File: config.mk
export PLATFORM = sky130hd
export DESIGN_NAME = host_bus_address_data_port
export DESIGN_NICKNAME = d
export VERILOG_FILES = /design/src/rtl/hbp_pkg.sv /design/src/rtl/host_bus_address_data_port.sv /design/src/rtl/select_sync.sv
export SDC_FILE = /design/constraint.sdc
export NUM_CORES = 1
export LEC_CHECK = 0
export BUFFER_PORTS_ARGS = -buffer_cell sky130_fd_sc_hd__buf_4
export CELL_PAD_IN_SITES_DETAIL_PLACEMENT = 2
export CELL_PAD_IN_SITES_GLOBAL_PLACEMENT = 2
export CORE_MARGIN = 1.5
export CORE_UTILIZATION = 30
export CTS_BUF_LIST = sky130_fd_sc_hd__clkbuf_16
export DETAILED_ROUTE_END_ITERATION = 10
export PLACE_DENSITY = 0.92
export SYNTH_ARGS = -nofsm -noshare
export SYNTH_HDL_FRONTEND = slang
export SYNTH_SLANG_ARGS = --single-unit
File: constraint.sdc
create_clock -name clk_sys_i -period 4.6 [get_ports clk_sys_i]
set_input_delay 0.92 -clock clk_sys_i [delete_from_list [all_inputs] [get_ports clk_sys_i]]
set_output_delay 0.92 -clock clk_sys_i [all_outputs]
set_load 0.03 [all_outputs]
File: src/rtl/hbp_pkg.sv
// Package for the host bus address and data port: widths, strap codes, states,
// and the packed carriers shared by the port front end and the testbench.
// Assumes one system clock; host pins are taken as synchronous to it, except select in asynchronous timing mode.
package hbp_pkg;

  localparam int ADDR_W = 10;
  localparam int DATA_W = 32;

  // Bus width strap codes
  localparam logic [1:0] WIDTH_32  = 2'h0;
  localparam logic [1:0] WIDTH_16  = 2'h1;
  localparam logic [1:0] WIDTH_8   = 2'h2;
  localparam logic [1:0] WIDTH_RSV = 2'h3;

  // Bus timing strap: 0 synchronous, 1 asynchronous
  localparam logic TIMING_SYNC  = 1'b0;
  localparam logic TIMING_ASYNC = 1'b1;

  // Clock source strap: 0 external, 1 internal
  localparam logic CLKSRC_EXT = 1'b0;

  // Byte lane enables per width
  localparam logic [3:0] LANES_32 = 4'hF;
  localparam logic [3:0] LANES_16 = 4'h3;
  localparam logic [3:0] LANES_8  = 4'h1;
  localparam logic [3:0] LANES_0  = 4'h0;

  // Cycles the stall output is held after an access is taken
  localparam int STALL_CYCLES = 2;

  typedef enum logic [1:0] {
    ST_IDLE  = 2'b00,
    ST_STALL = 2'b01,
    ST_XFER  = 2'b10
  } port_state_e;

  // Host control pins, active low
  typedef struct packed {
    logic select_n;
    logic write_n;
    logic out_en_n;
  } host_ctrl_s;

  // Strap levels
  typedef struct packed {
    logic       bus_timing_strap;
    logic       system_clock_source_strap;
    logic       stall_polarity_strap;
    logic [1:0] bus_width_strap;
  } straps_s;

endpackage : hbp_pkg

File: src/rtl/host_bus_address_data_port.sv
// Host bus address and data port front end: captures the register address,
// applies the width strap, and drives or samples the data lines.
// Assumes the internal register file answers read data combinationally from
// the captured address; straps are caught once after reset release.
`timescale 1ns/1ps
module host_bus_address_data_port
#(
  parameter int ADDR_W = hbp_pkg::ADDR_W,
  parameter int DATA_W = hbp_pkg::DATA_W
)
(
  // Clock and reset
  input  wire logic              clk_sys_i,
  input  wire logic              reset_i,
  // Straps
  input  wire hbp_pkg::straps_s  straps_i,
  // Host pins
  input  wire hbp_pkg::host_ctrl_s host_ctrl_i,
  input  wire logic [ADDR_W-1:0] host_addr_i,
  input  wire logic [DATA_W-1:0] host_data_i,
  output logic [DATA_W-1:0]      host_data_o,
  output logic [DATA_W-1:0]      host_data_oe_n_o,
  output logic                   stall_o,
  // Register side
  input  wire logic [DATA_W-1:0] reg_rdata_i,
  output logic [ADDR_W-1:0]      reg_addr_o,
  output logic                   reg_wr_o,
  output logic                   reg_rd_o,
  output logic [DATA_W-1:0]      reg_wdata_o,
  output logic [3:0]             reg_lanes_o,
  output logic                   strap_err_o
);

  // Address mask for the strapped width
  function automatic logic [ADDR_W-1:0] mask_addr(input logic [1:0] w,
                                                  input logic [ADDR_W-1:0] a);
    logic [ADDR_W-1:0] m;
    m = a;
    case (w)
      hbp_pkg::WIDTH_32: m[1:0] = 2'h0;
      hbp_pkg::WIDTH_16: m[0]   = 1'b0;
      default:           m      = a;
    endcase
    return m;
  endfunction : mask_addr

  // Byte lanes that take part for the strapped width
  function automatic logic [3:0] width_lanes(input logic [1:0] w);
    case (w)
      hbp_pkg::WIDTH_32: return hbp_pkg::LANES_32;
      hbp_pkg::WIDTH_16: return hbp_pkg::LANES_16;
      hbp_pkg::WIDTH_8:  return hbp_pkg::LANES_8;
      default:           return hbp_pkg::LANES_0;
    endcase
  endfunction : width_lanes

  // Strap capture
  logic             strap_ok_q;
  logic             strap_ok_d;
  hbp_pkg::straps_s straps_q;
  hbp_pkg::straps_s straps_d;
  logic             strap_err_q;
  logic             strap_err_d;

  // Synchronised select for asynchronous mode
  logic sel_sync_n;
  logic sel_prev_n_q;
  logic sel_prev_n_d;

  // Access state
  hbp_pkg::port_state_e state_q;
  hbp_pkg::port_state_e state_d;
  logic [1:0]           stall_cnt_q;
  logic [1:0]           stall_cnt_d;
  logic [ADDR_W-1:0]    addr_q;
  logic [ADDR_W-1:0]    addr_d;
  logic                 sel_prev_sync_n_q;
  logic                 sel_prev_sync_n_d;

  // Output flops
  logic [DATA_W-1:0] dout_q;
  logic [DATA_W-1:0] dout_d;
  logic [DATA_W-1:0] doe_n_q;
  logic [DATA_W-1:0] doe_n_d;
  logic              stall_q;
  logic              stall_d;
  logic              wr_q;
  logic              wr_d;
  logic              rd_q;
  logic              rd_d;
  logic [DATA_W-1:0] wdata_q;
  logic [DATA_W-1:0] wdata_d;

  logic       sel_active;
  logic       capture;
  logic [3:0] lanes;

  select_sync u_select_sync
  (
    .clk_sys_i  (clk_sys_i),
    .reset_i    (reset_i),
    .select_n_i (host_ctrl_i.select_n),
    .select_n_o (sel_sync_n)
  );

  // Straps latched one cycle after reset release; never from reset itself
  always_comb
  begin
    strap_ok_d  = 1'b1;
    straps_d    = strap_ok_q ? straps_q : straps_i;
    strap_err_d = strap_err_q;
    if (!strap_ok_q)
    begin
      // Sync timing needs the external clock; reserved width is also flagged
      strap_err_d = ((straps_i.bus_timing_strap == hbp_pkg::TIMING_SYNC) &&
                     (straps_i.system_clock_source_strap != hbp_pkg::CLKSRC_EXT)) ||
                    (straps_i.bus_width_strap == hbp_pkg::WIDTH_RSV);
    end
  end

  always_ff @(posedge clk_sys_i or posedge reset_i)
  begin
    if (reset_i)
    begin
      strap_ok_q  <= 1'b0;
      straps_q    <= '0;
      strap_err_q <= 1'b0;
    end
    else
    begin
      strap_ok_q  <= strap_ok_d;
      straps_q    <= straps_d;
      strap_err_q <= strap_err_d;
    end
  end

  assign lanes = width_lanes(straps_q.bus_width_strap);

  // Start of access: raw select edge in sync mode, synchronised edge otherwise.
  // The address is read straight from the pins; the host keeps it steady.
  always_comb
  begin
    sel_prev_n_d      = host_ctrl_i.select_n;
    sel_prev_sync_n_d = sel_sync_n;
    if (straps_q.bus_timing_strap == hbp_pkg::TIMING_SYNC)
    begin
      capture    = sel_prev_n_q && !host_ctrl_i.select_n;
      sel_active = !host_ctrl_i.select_n;
    end
    else
    begin
      capture    = sel_prev_sync_n_q && !sel_sync_n;
      sel_active = !sel_sync_n && !host_ctrl_i.select_n;
    end
    capture = capture && strap_ok_q && !strap_err_q;
  end

  // Access sequence: stall, then transfer until select released
  always_comb
  begin
    state_d     = state_q;
    stall_cnt_d = stall_cnt_q;
    addr_d      = addr_q;
    wr_d        = 1'b0;
    rd_d        = 1'b0;
    wdata_d     = wdata_q;
    case (state_q)
      hbp_pkg::ST_IDLE:
      begin
        if (capture)
        begin
          addr_d      = mask_addr(straps_q.bus_width_strap, host_addr_i);
          stall_cnt_d = 2'(hbp_pkg::STALL_CYCLES - 1);
          state_d     = hbp_pkg::ST_STALL;
        end
      end
      hbp_pkg::ST_STALL:
      begin
        if (!sel_active)
          state_d = hbp_pkg::ST_IDLE;
        else if (stall_cnt_q == 2'h0)
        begin
          state_d = hbp_pkg::ST_XFER;
          // Write strobe marks the access kind
          if (!host_ctrl_i.write_n)
          begin
            wr_d    = 1'b1;
            wdata_d = host_data_i & {{8{lanes[3]}}, {8{lanes[2]}},
                                     {8{lanes[1]}}, {8{lanes[0]}}};
          end
          else
            rd_d = 1'b1;
        end
        else
          stall_cnt_d = stall_cnt_q - 2'h1;
      end
      hbp_pkg::ST_XFER:
      begin
        if (!sel_active)
          state_d = hbp_pkg::ST_IDLE;
      end
      default: state_d = hbp_pkg::ST_IDLE;
    endcase
  end

  // Stall level and data drivers; drivers off unless selected and read enabled
  always_comb
  begin
    // Next strap value, so the first edge after reset already idles at the right level
    stall_d = straps_d.stall_polarity_strap ~^ (state_d == hbp_pkg::ST_STALL);
    dout_d  = dout_q;
    doe_n_d = '1;
    if (state_d == hbp_pkg::ST_XFER && sel_active && !host_ctrl_i.select_n &&
        !host_ctrl_i.out_en_n && host_ctrl_i.write_n)
    begin
      dout_d  = reg_rdata_i;
      doe_n_d = ~{{8{lanes[3]}}, {8{lanes[2]}}, {8{lanes[1]}}, {8{lanes[0]}}};
    end
  end

  always_ff @(posedge clk_sys_i or posedge reset_i)
  begin
    if (reset_i)
    begin
      state_q           <= hbp_pkg::ST_IDLE;
      stall_cnt_q       <= 2'h0;
      addr_q            <= '0;
      sel_prev_n_q      <= 1'b1;
      sel_prev_sync_n_q <= 1'b1;
      dout_q            <= '0;
      doe_n_q           <= '1;
      stall_q           <= 1'b0;
      wr_q              <= 1'b0;
      rd_q              <= 1'b0;
      wdata_q           <= '0;
    end
    else
    begin
      state_q           <= state_d;
      stall_cnt_q       <= stall_cnt_d;
      addr_q            <= addr_d;
      sel_prev_n_q      <= sel_prev_n_d;
      sel_prev_sync_n_q <= sel_prev_sync_n_d;
      dout_q            <= dout_d;
      doe_n_q           <= doe_n_d;
      stall_q           <= stall_d;
      wr_q              <= wr_d;
      rd_q              <= rd_d;
      wdata_q           <= wdata_d;
    end
  end

  assign host_data_o      = dout_q;
  assign host_data_oe_n_o = doe_n_q;
  assign stall_o          = stall_q;
  assign reg_addr_o       = addr_q;
  assign reg_wr_o         = wr_q;
  assign reg_rd_o         = rd_q;
  assign reg_wdata_o      = wdata_q;
  assign reg_lanes_o      = lanes;
  assign strap_err_o      = strap_err_q;

  // Checks
  property p_no_drive_deselected;
    @(posedge clk_sys_i) disable iff (reset_i)
      $past(host_ctrl_i.select_n) |-> (host_data_oe_n_o == '1);
  endproperty
  a_no_drive_deselected: assert property (p_no_drive_deselected) else $error("drive w/o select");

  property p_no_drive_oe_high;
    @(posedge clk_sys_i) disable iff (reset_i)
      $past(host_ctrl_i.out_en_n) |-> (host_data_oe_n_o == '1);
  endproperty
  a_no_drive_oe_high: assert property (p_no_drive_oe_high) else $error("drive w/o oe");

  property p_addr32;
    @(posedge clk_sys_i) disable iff (reset_i)
      (straps_q.bus_width_strap == hbp_pkg::WIDTH_32) |-> (reg_addr_o[1:0] == 2'h0);
  endproperty
  a_addr32: assert property (p_addr32) else $error("low bits kept in 32-bit");

  property p_addr16;
    @(posedge clk_sys_i) disable iff (reset_i)
      (straps_q.bus_width_strap == hbp_pkg::WIDTH_16) |-> (reg_addr_o[0] == 1'b0);
  endproperty
  a_addr16: assert property (p_addr16) else $error("bit0 kept in 16-bit");

  property p_sync_capture;
    @(posedge clk_sys_i) disable iff (reset_i)
      (capture && straps_q.bus_timing_strap == hbp_pkg::TIMING_SYNC)
        |=> (reg_addr_o == mask_addr(straps_q.bus_width_strap, $past(host_addr_i)));
  endproperty
  a_sync_capture: assert property (p_sync_capture) else $error("sync capture");

  property p_async_capture;
    @(posedge clk_sys_i) disable iff (reset_i)
      (capture && straps_q.bus_timing_strap == hbp_pkg::TIMING_ASYNC)
        |=> (state_q == hbp_pkg::ST_STALL);
  endproperty
  a_async_capture: assert property (p_async_capture) else $error("async capture");

  property p_stall_level;
    @(posedge clk_sys_i) disable iff (reset_i)
      (state_q == hbp_pkg::ST_STALL) |-> (stall_o == straps_q.stall_polarity_strap);
  endproperty
  a_stall_level: assert property (p_stall_level) else $error("stall level");

  property p_lanes16;
    @(posedge clk_sys_i) disable iff (reset_i)
      (straps_q.bus_width_strap == hbp_pkg::WIDTH_16) |-> (host_data_oe_n_o[31:16] == '1);
  endproperty
  a_lanes16: assert property (p_lanes16) else $error("upper lanes in 16-bit");

  property p_bad_straps;
    @(posedge clk_sys_i) disable iff (reset_i)
      strap_err_q |-> !reg_wr_o && !reg_rd_o;
  endproperty
  a_bad_straps: assert property (p_bad_straps) else $error("access with bad straps");

  c_write: cover property (@(posedge clk_sys_i) disable iff (reset_i) reg_wr_o);
  c_read: cover property (@(posedge clk_sys_i) disable iff (reset_i) reg_rd_o);
  c_drive: cover property (@(posedge clk_sys_i) disable iff (reset_i) host_data_oe_n_o != '1);

endmodule : host_bus_address_data_port

File: src/rtl/select_sync.sv
// Two flop synchroniser for the active-low device select.
// Assumes the select pin may change at any time relative to clk_sys_i.
`timescale 1ns/1ps
module select_sync
(
  // Clock and reset
  input  wire logic clk_sys_i,
  input  wire logic reset_i,
  // Pin and synchronised level
  input  wire logic select_n_i,
  output logic      select_n_o
);

  logic meta_q;
  logic meta_d;
  logic sync_q;
  logic sync_d;

  // First flop feeds only the second
  always_comb
  begin
    meta_d = select_n_i;
    sync_d = meta_q;
  end

  // Idle high so no access is seen during reset
  always_ff @(posedge clk_sys_i or posedge reset_i)
  begin
    if (reset_i)
    begin
      meta_q <= 1'b1;
      sync_q <= 1'b1;
    end
    else
    begin
      meta_q <= meta_d;
      sync_q <= sync_d;
    end
  end

  assign select_n_o = sync_q;

endmodule : select_sync

== Yosys cells after proc, flatten, opt, wreduce, memory -nomap -nowiden ==
Index checks and enable logic that the tools add are counted.

* Flip-flop bits (word level): 122
* Input port bits: 84

* Add/subtract/negate cells: 1
* Eq/ne operators: 10
* Multiplexer cells: 24
* Bitwise logic cells: 5
* Reductions and logical operators: 23

{| class="wikitable"
|+ Operator list
! operator !! count
|-
| 32-bit AND || 1
|-
| 32-bit two-way mux || 1
|-
| 32-bit inverter || 1
|-
| 2-bit two-way mux || 7
|-
| 1-bit two-way mux || 12
|-
| 4-bit one-hot mux with 3 select lines || 1
|-
| 1-bit logical AND || 10
|-
| 2-bit == test, second input constant || 4
|-
| 4-bit AND reduction || 2
|-
| 2-bit by 1-bit == test with 1-bit output, second input constant || 3
|-
| 2-bit zero test || 3
|-
| 2-bit inequality test, second input constant || 3
|-
| 2-bit one-hot mux with 3 select lines || 1
|-
| 1-bit zero test || 4
|-
| 2-bit one-hot mux with 2 select lines || 1
|-
| 3-bit two-way mux || 1
|-
| 1-bit inverter || 2
|-
| 2-bit AND reduction || 1
|-
| 2-bit nonzero test || 1
|-
| 2-bit OR reduction || 1
|-
| 2-bit by 1-bit subtractor with 2-bit output, second input constant || 1
|-
| 1-bit logical OR || 1
|-
| 1-bit bitwise XNOR || 1
|}

== Longest topological paths before layout ==
* Word-level depth: 13
* Mapped depth: 6

== Hierarchy ==
From an unflattened synthesis, not the netlist that was laid out.

* Cells, all modules: 315
* Area total of the unflattened synthesis: 4028.9 um^2

{| class="wikitable"
|+ Modules (own cells, without submodules)
! module !! instances !! cells an instance !! area each (um^2) !! seq. area each (um^2)
|-
| host_bus_address_data_port || 1 || 312 || 3972.6 || 2308.5
|-
| select_sync || 1 || 3 || 56.3 || 52.6
|}

== Least setup slack after synthesis ==
OpenSTA, ideal clock, no wires.

* Path type: flip-flop to output port
* Start point: reg straps_q[1] (netlist bit)
* End point: out reg_lanes_o[3]
* Arrival time: 1553 ps
* Data required time: 3680 ps
* Path slack: 2127 ps
* Stages on the path, launching flop included: 4
* Cell sequence: dfrtp_1 -> nor2_1 -> clkbuf_1 -> buf_4

* Cells in the longest elaborated chain, start to end: 2
* Elaborated cells on any way between the ends: 4

{| class="wikitable"
|+ Ends and longest elaborated chain
! element !! RTL line !! source
|-
| from (decl) || host_bus_address_data_port.sv:60 || <nowiki>hbp_pkg::straps_s straps_q;</nowiki>
|-
| from (signal assigned) || host_bus_address_data_port.sv:132 || <nowiki>straps_q <= straps_d;</nowiki>
|-
| 2-bit == test (tied with other cells) || host_bus_address_data_port.sv:49 || <nowiki>case (w)</nowiki>
|-
| 4-bit one-hot mux with 3 select lines (*) || host_bus_address_data_port.sv:49 ||
|-
| to (decl) || host_bus_address_data_port.sv:30 || <nowiki>output logic [3:0] reg_lanes_o,</nowiki>
|}

Mark *: on every way between the ends. The rest lies on a longest branch, timed or not.

== Worst setup path after layout ==
* Start point: reg straps_q[1] (netlist bit)
* End point: out reg_lanes_o[2]

The elaborated chain is that of the path after synthesis.

==> results summary <==
Clock skew on the completed layout was measured at 5.125 ps. The areal power density over the cells came out at 497.0 nW/um^2. The clock-pin transition on the worst setup and hold timing paths came out at 60 ps. On the critical path, the stage with the largest delay is an instance of sky130_fd_sc_hd__nor2_2. The routed design could run at a clock period as short as 2949 ps. The cell area after technology mapping came out at 3999 um^2. The initial cell density of the core came out at 0.3118.

Dividing the final minimum period by the clock period gives 0.6410. The global-route usage over all layers is 0.1772. The die covers 14030 um^2.

The area occupied by multi-input gates is 1257 um^2. The number of violations of the max-capacitance limit came out at 0. The number of global-route vias before repair is 3361. The number of top-level pins came out at 198. The combined buffer and inverter count along the critical path came out at 1. The total number of clock tree sinks came out at 93.

The critical path in this run is classified as reg2out. The source-to-sink clock delay at the later pin of the worst-skew pair came out at 340 ps. The worst reg2reg path startpoint is u_select_sync.select_n_o. The biggest cell delay along the critical path is 810 ps.

The number of antenna violations at the first check in global routing came to 0. The register area came out at 2335 um^2. The data arrival time of the critical path is 2030 ps. The total count of hold-check failures in the final report is 0.

The count of standard-cell rows came out at 41. Of the post-synthesis cell area, the part taken by muxes is 0.2087. The half-perimeter wire length after placement came out at 9144 um. Leaving out fill and tap cells, the most frequent cell in the layout is sky130_fd_sc_hd__buf_4. The worst hold path begins at u_select_sync.meta_q. Setup repair after global routing left no endpoint under its margin.

The first routing iteration left 88 violations. Of the total synthesized cell area, the portion taken by AND, OR, NAND and NOR gates is 0.07196. The first-pass GRT wire length came out at 19260 um. The synthesized instance count is 313. The fraction of final layout cells sized beyond drive strength 1 came out at 0.5551. The measured slew at the worst slew-check pin is 1136 ps. The per-instance average area after synthesis is 12.78 um^2. The class of the worst hold path is reg2reg.

The root buffer cell is sky130_fd_sc_hd__clkbuf_16. The end of the critical path is reg_lanes_o[2]. The width of the chip is 118.5 um.

The depth of the worst register-to-register path came out at 3. The proportion of synthesized chip area in sequential cells came out at 0.5839. The count of final setup violators came out at 0. The depth of the worst hold-timing path came out at 0. The TritonCTS clock tree is done. The worst register-to-register path ends at reg_addr_o[5]. The total CTS buffers came out at 9.

The cell count after placement is 646. The flow ran to the end, and the final reports show no timing, DRC or antenna violations. The largest driver fanout on the critical path is 20. Traced cell by cell, the critical path runs through nor2_2 > buf_4. The number of unique standard cell types used by synthesis is 34. The number of logic stages on the critical path including buffering is 2. Wires add up to 11920 um.

The routability-driven placement congestion ratio came out at 0.7528. The post-detailed-route DRC marker count is 0. The post-CTS setup-driven buffer insertion count came out at 0. The final number of max-transition violations is 0.

The compound-gate portion of the synthesized area came to 0.02753. The worst vdd rail ir drop came out at 248.4 uV. The area growth from synthesis to layout is 42.37%. In this run the register-to-register setup slack is 2400 ps. Leaving out fill and tap cells, the most frequent cells in the layout are 201 x sky130_fd_sc_hd__buf_4, 87 x sky130_fd_sc_hd__dfrtp_1, 49 x sky130_fd_sc_hd__mux2_2.

The height of the die came out at 118.5 um. The leakage power came out at 2.947 nW. The largest family of logic cells by synthesized area is multiplexers. Port buffering added 197 buffers.

For this run, the detailed router's first-pass iteration total came to 4. The most used flip-flop cell after synthesis is sky130_fd_sc_hd__dfrtp_1. The data required time at the worst endpoint came out at 3680 ps.

The non-filler instance count after layout is 662. The total core area is 12820 um^2. The launching element type of the critical path is a flip-flop. The fmax is 339.1 MHz. The average vias per placed instance is 4.453.

The post-cts resize count is 0. In this run, synthesis produced a sequential element count of 93. The largest net degree at the start of global routing is 59. The xor-xnor portion of the synthesized cell area came out at 0. The filler cell count in the final layout is 1338. The H-tree depth reported by CTS is 3. The number of inserted diodes is 0. The Yosys step of the flow raised 0 warnings.

The clock passes through at most 2 buffers. The setup TNS is 0 ps. Of all flip-flops after synthesis, the portion carrying an async set or reset was 1.000. The max-slew headroom at the worst pin came out at 0.2377. The startpoint of the worst setup timing path is straps_q[1]. The area share of fa/ha/maj cells after synthesis came out at 0.003129. In the final routed layout, each cell accounts on average for 18.00 um. The number of enable flip-flop cells after synthesis came out at 0.

Global routing finished with a remaining overflow of 0. After clock tree synthesis, the flow added hold-fix buffers numbering 0. The final net count came out at 570.

The worst setup path is captured at a primary output. The total via count after detailed routing is 2948. The post-synth net total came out at 398.

The cell class contributing the biggest share of worst-path delay is simple AND/OR/NAND/NOR gates. The count of nets left with antenna violations after detail routing came out at 0.
-- report_power, final --
group	internal (mW)	switching, mW
Clock	0.353	0.294
Sequential	1.02	0.126
Combinational	0.418	0.622
-- Yosys cell counts (2+ instances only) --
cell type	instances	share of area
sky130_fd_sc_hd__a21oi_1	6	0.0075
sky130_fd_sc_hd__and3_1	2	0.0031
sky130_fd_sc_hd__buf_2	5	0.0063
sky130_fd_sc_hd__buf_4	30	0.056
sky130_fd_sc_hd__buf_6	3	0.0084
sky130_fd_sc_hd__clkbuf_1	2	0.0019
sky130_fd_sc_hd__dfrtp_1	87	0.54
sky130_fd_sc_hd__dfstp_2	6	0.039
sky130_fd_sc_hd__inv_1	33	0.031
sky130_fd_sc_hd__mux2_1	2	0.0056
sky130_fd_sc_hd__mux2_2	49	0.14
sky130_fd_sc_hd__mux2i_1	26	0.065
sky130_fd_sc_hd__nand2_1	32	0.030
sky130_fd_sc_hd__nor2b_1	9	0.014
sky130_fd_sc_hd__nor3b_1	2	0.0038
-- worst min-delay path by stage --
| stage | end | slack, ps |
|---|---|---|
| final | u_select_sync.select_n_o | 370 |
| after global routing | u_select_sync.select_n_o | 380 |
| after CTS | u_select_sync.select_n_o | 370 |
| after detailed placement | u_select_sync.select_n_o | 360 |
| after global placement | u_select_sync.select_n_o | 360 |
| after floorplan | u_select_sync.select_n_o | 350 |
-- flip-flops by register name, indices dropped and copies added (netlist names) --
signal and flops:
strap_err_o 1, stall_cnt_q 2, host_data_oe_n_o 3, u_select_sync.meta_q 1, stall_o 1, strap_ok_q 1, reg_rd_o 1, u_select_sync.select_n_o 1
host_data_o 32, reg_wdata_o 32, reg_wr_o 1, sel_prev_sync_n_q 1, reg_addr_o 10, state_q 2, straps_q 4
-- kinds of logic (layout without fill, tap and decap cells) --
logic type,Yosys count,in the layout
AOI/OAI and AO/OA,14,14
buffers and inverters,73,250
other,1,1
muxes,77,77
DFF,93,93
adders and majority gates,1,1
and+or+nand+nor,54,54
-- through the flow --
stage	total power, mW	utilization	worst slack (ps)	hold slack (ps)	instance area, um^2
after floorplan	1.733	-	1270	350.8	3999
after global placement	2.152	0.4243	2032	356.1	5441
after detailed placement	2.215	0.4243	1931	356.4	5441
after CTS	2.879	0.4439	1555	370.9	5693
after global routing	2.982	0.4439	1503	377.0	5693
final	2.830	0.4439	1651	369.6	5693
-- layer usage --
layer  up-vias  GRT usage  part of all wire
li1       1338          -                 -
met1      1446     0.2078              0.40
met2       151     0.2991              0.49
met3        13    0.06708             0.092
met4         0    0.05798             0.016
met5         -          0                 0
-- cell type report --
class / instances / area share
multi-input cells: 147 / 0.2209
well taps: 172 / 0.03780
inverters: 33 / 0.02198
clock buffers: 9 / 0.03956
flip-flops and latches: 93 / 0.4101
clock inverters: 7 / 0.004615
repair buffers: 201 / 0.2651
(Power assumes the default switching activity.)
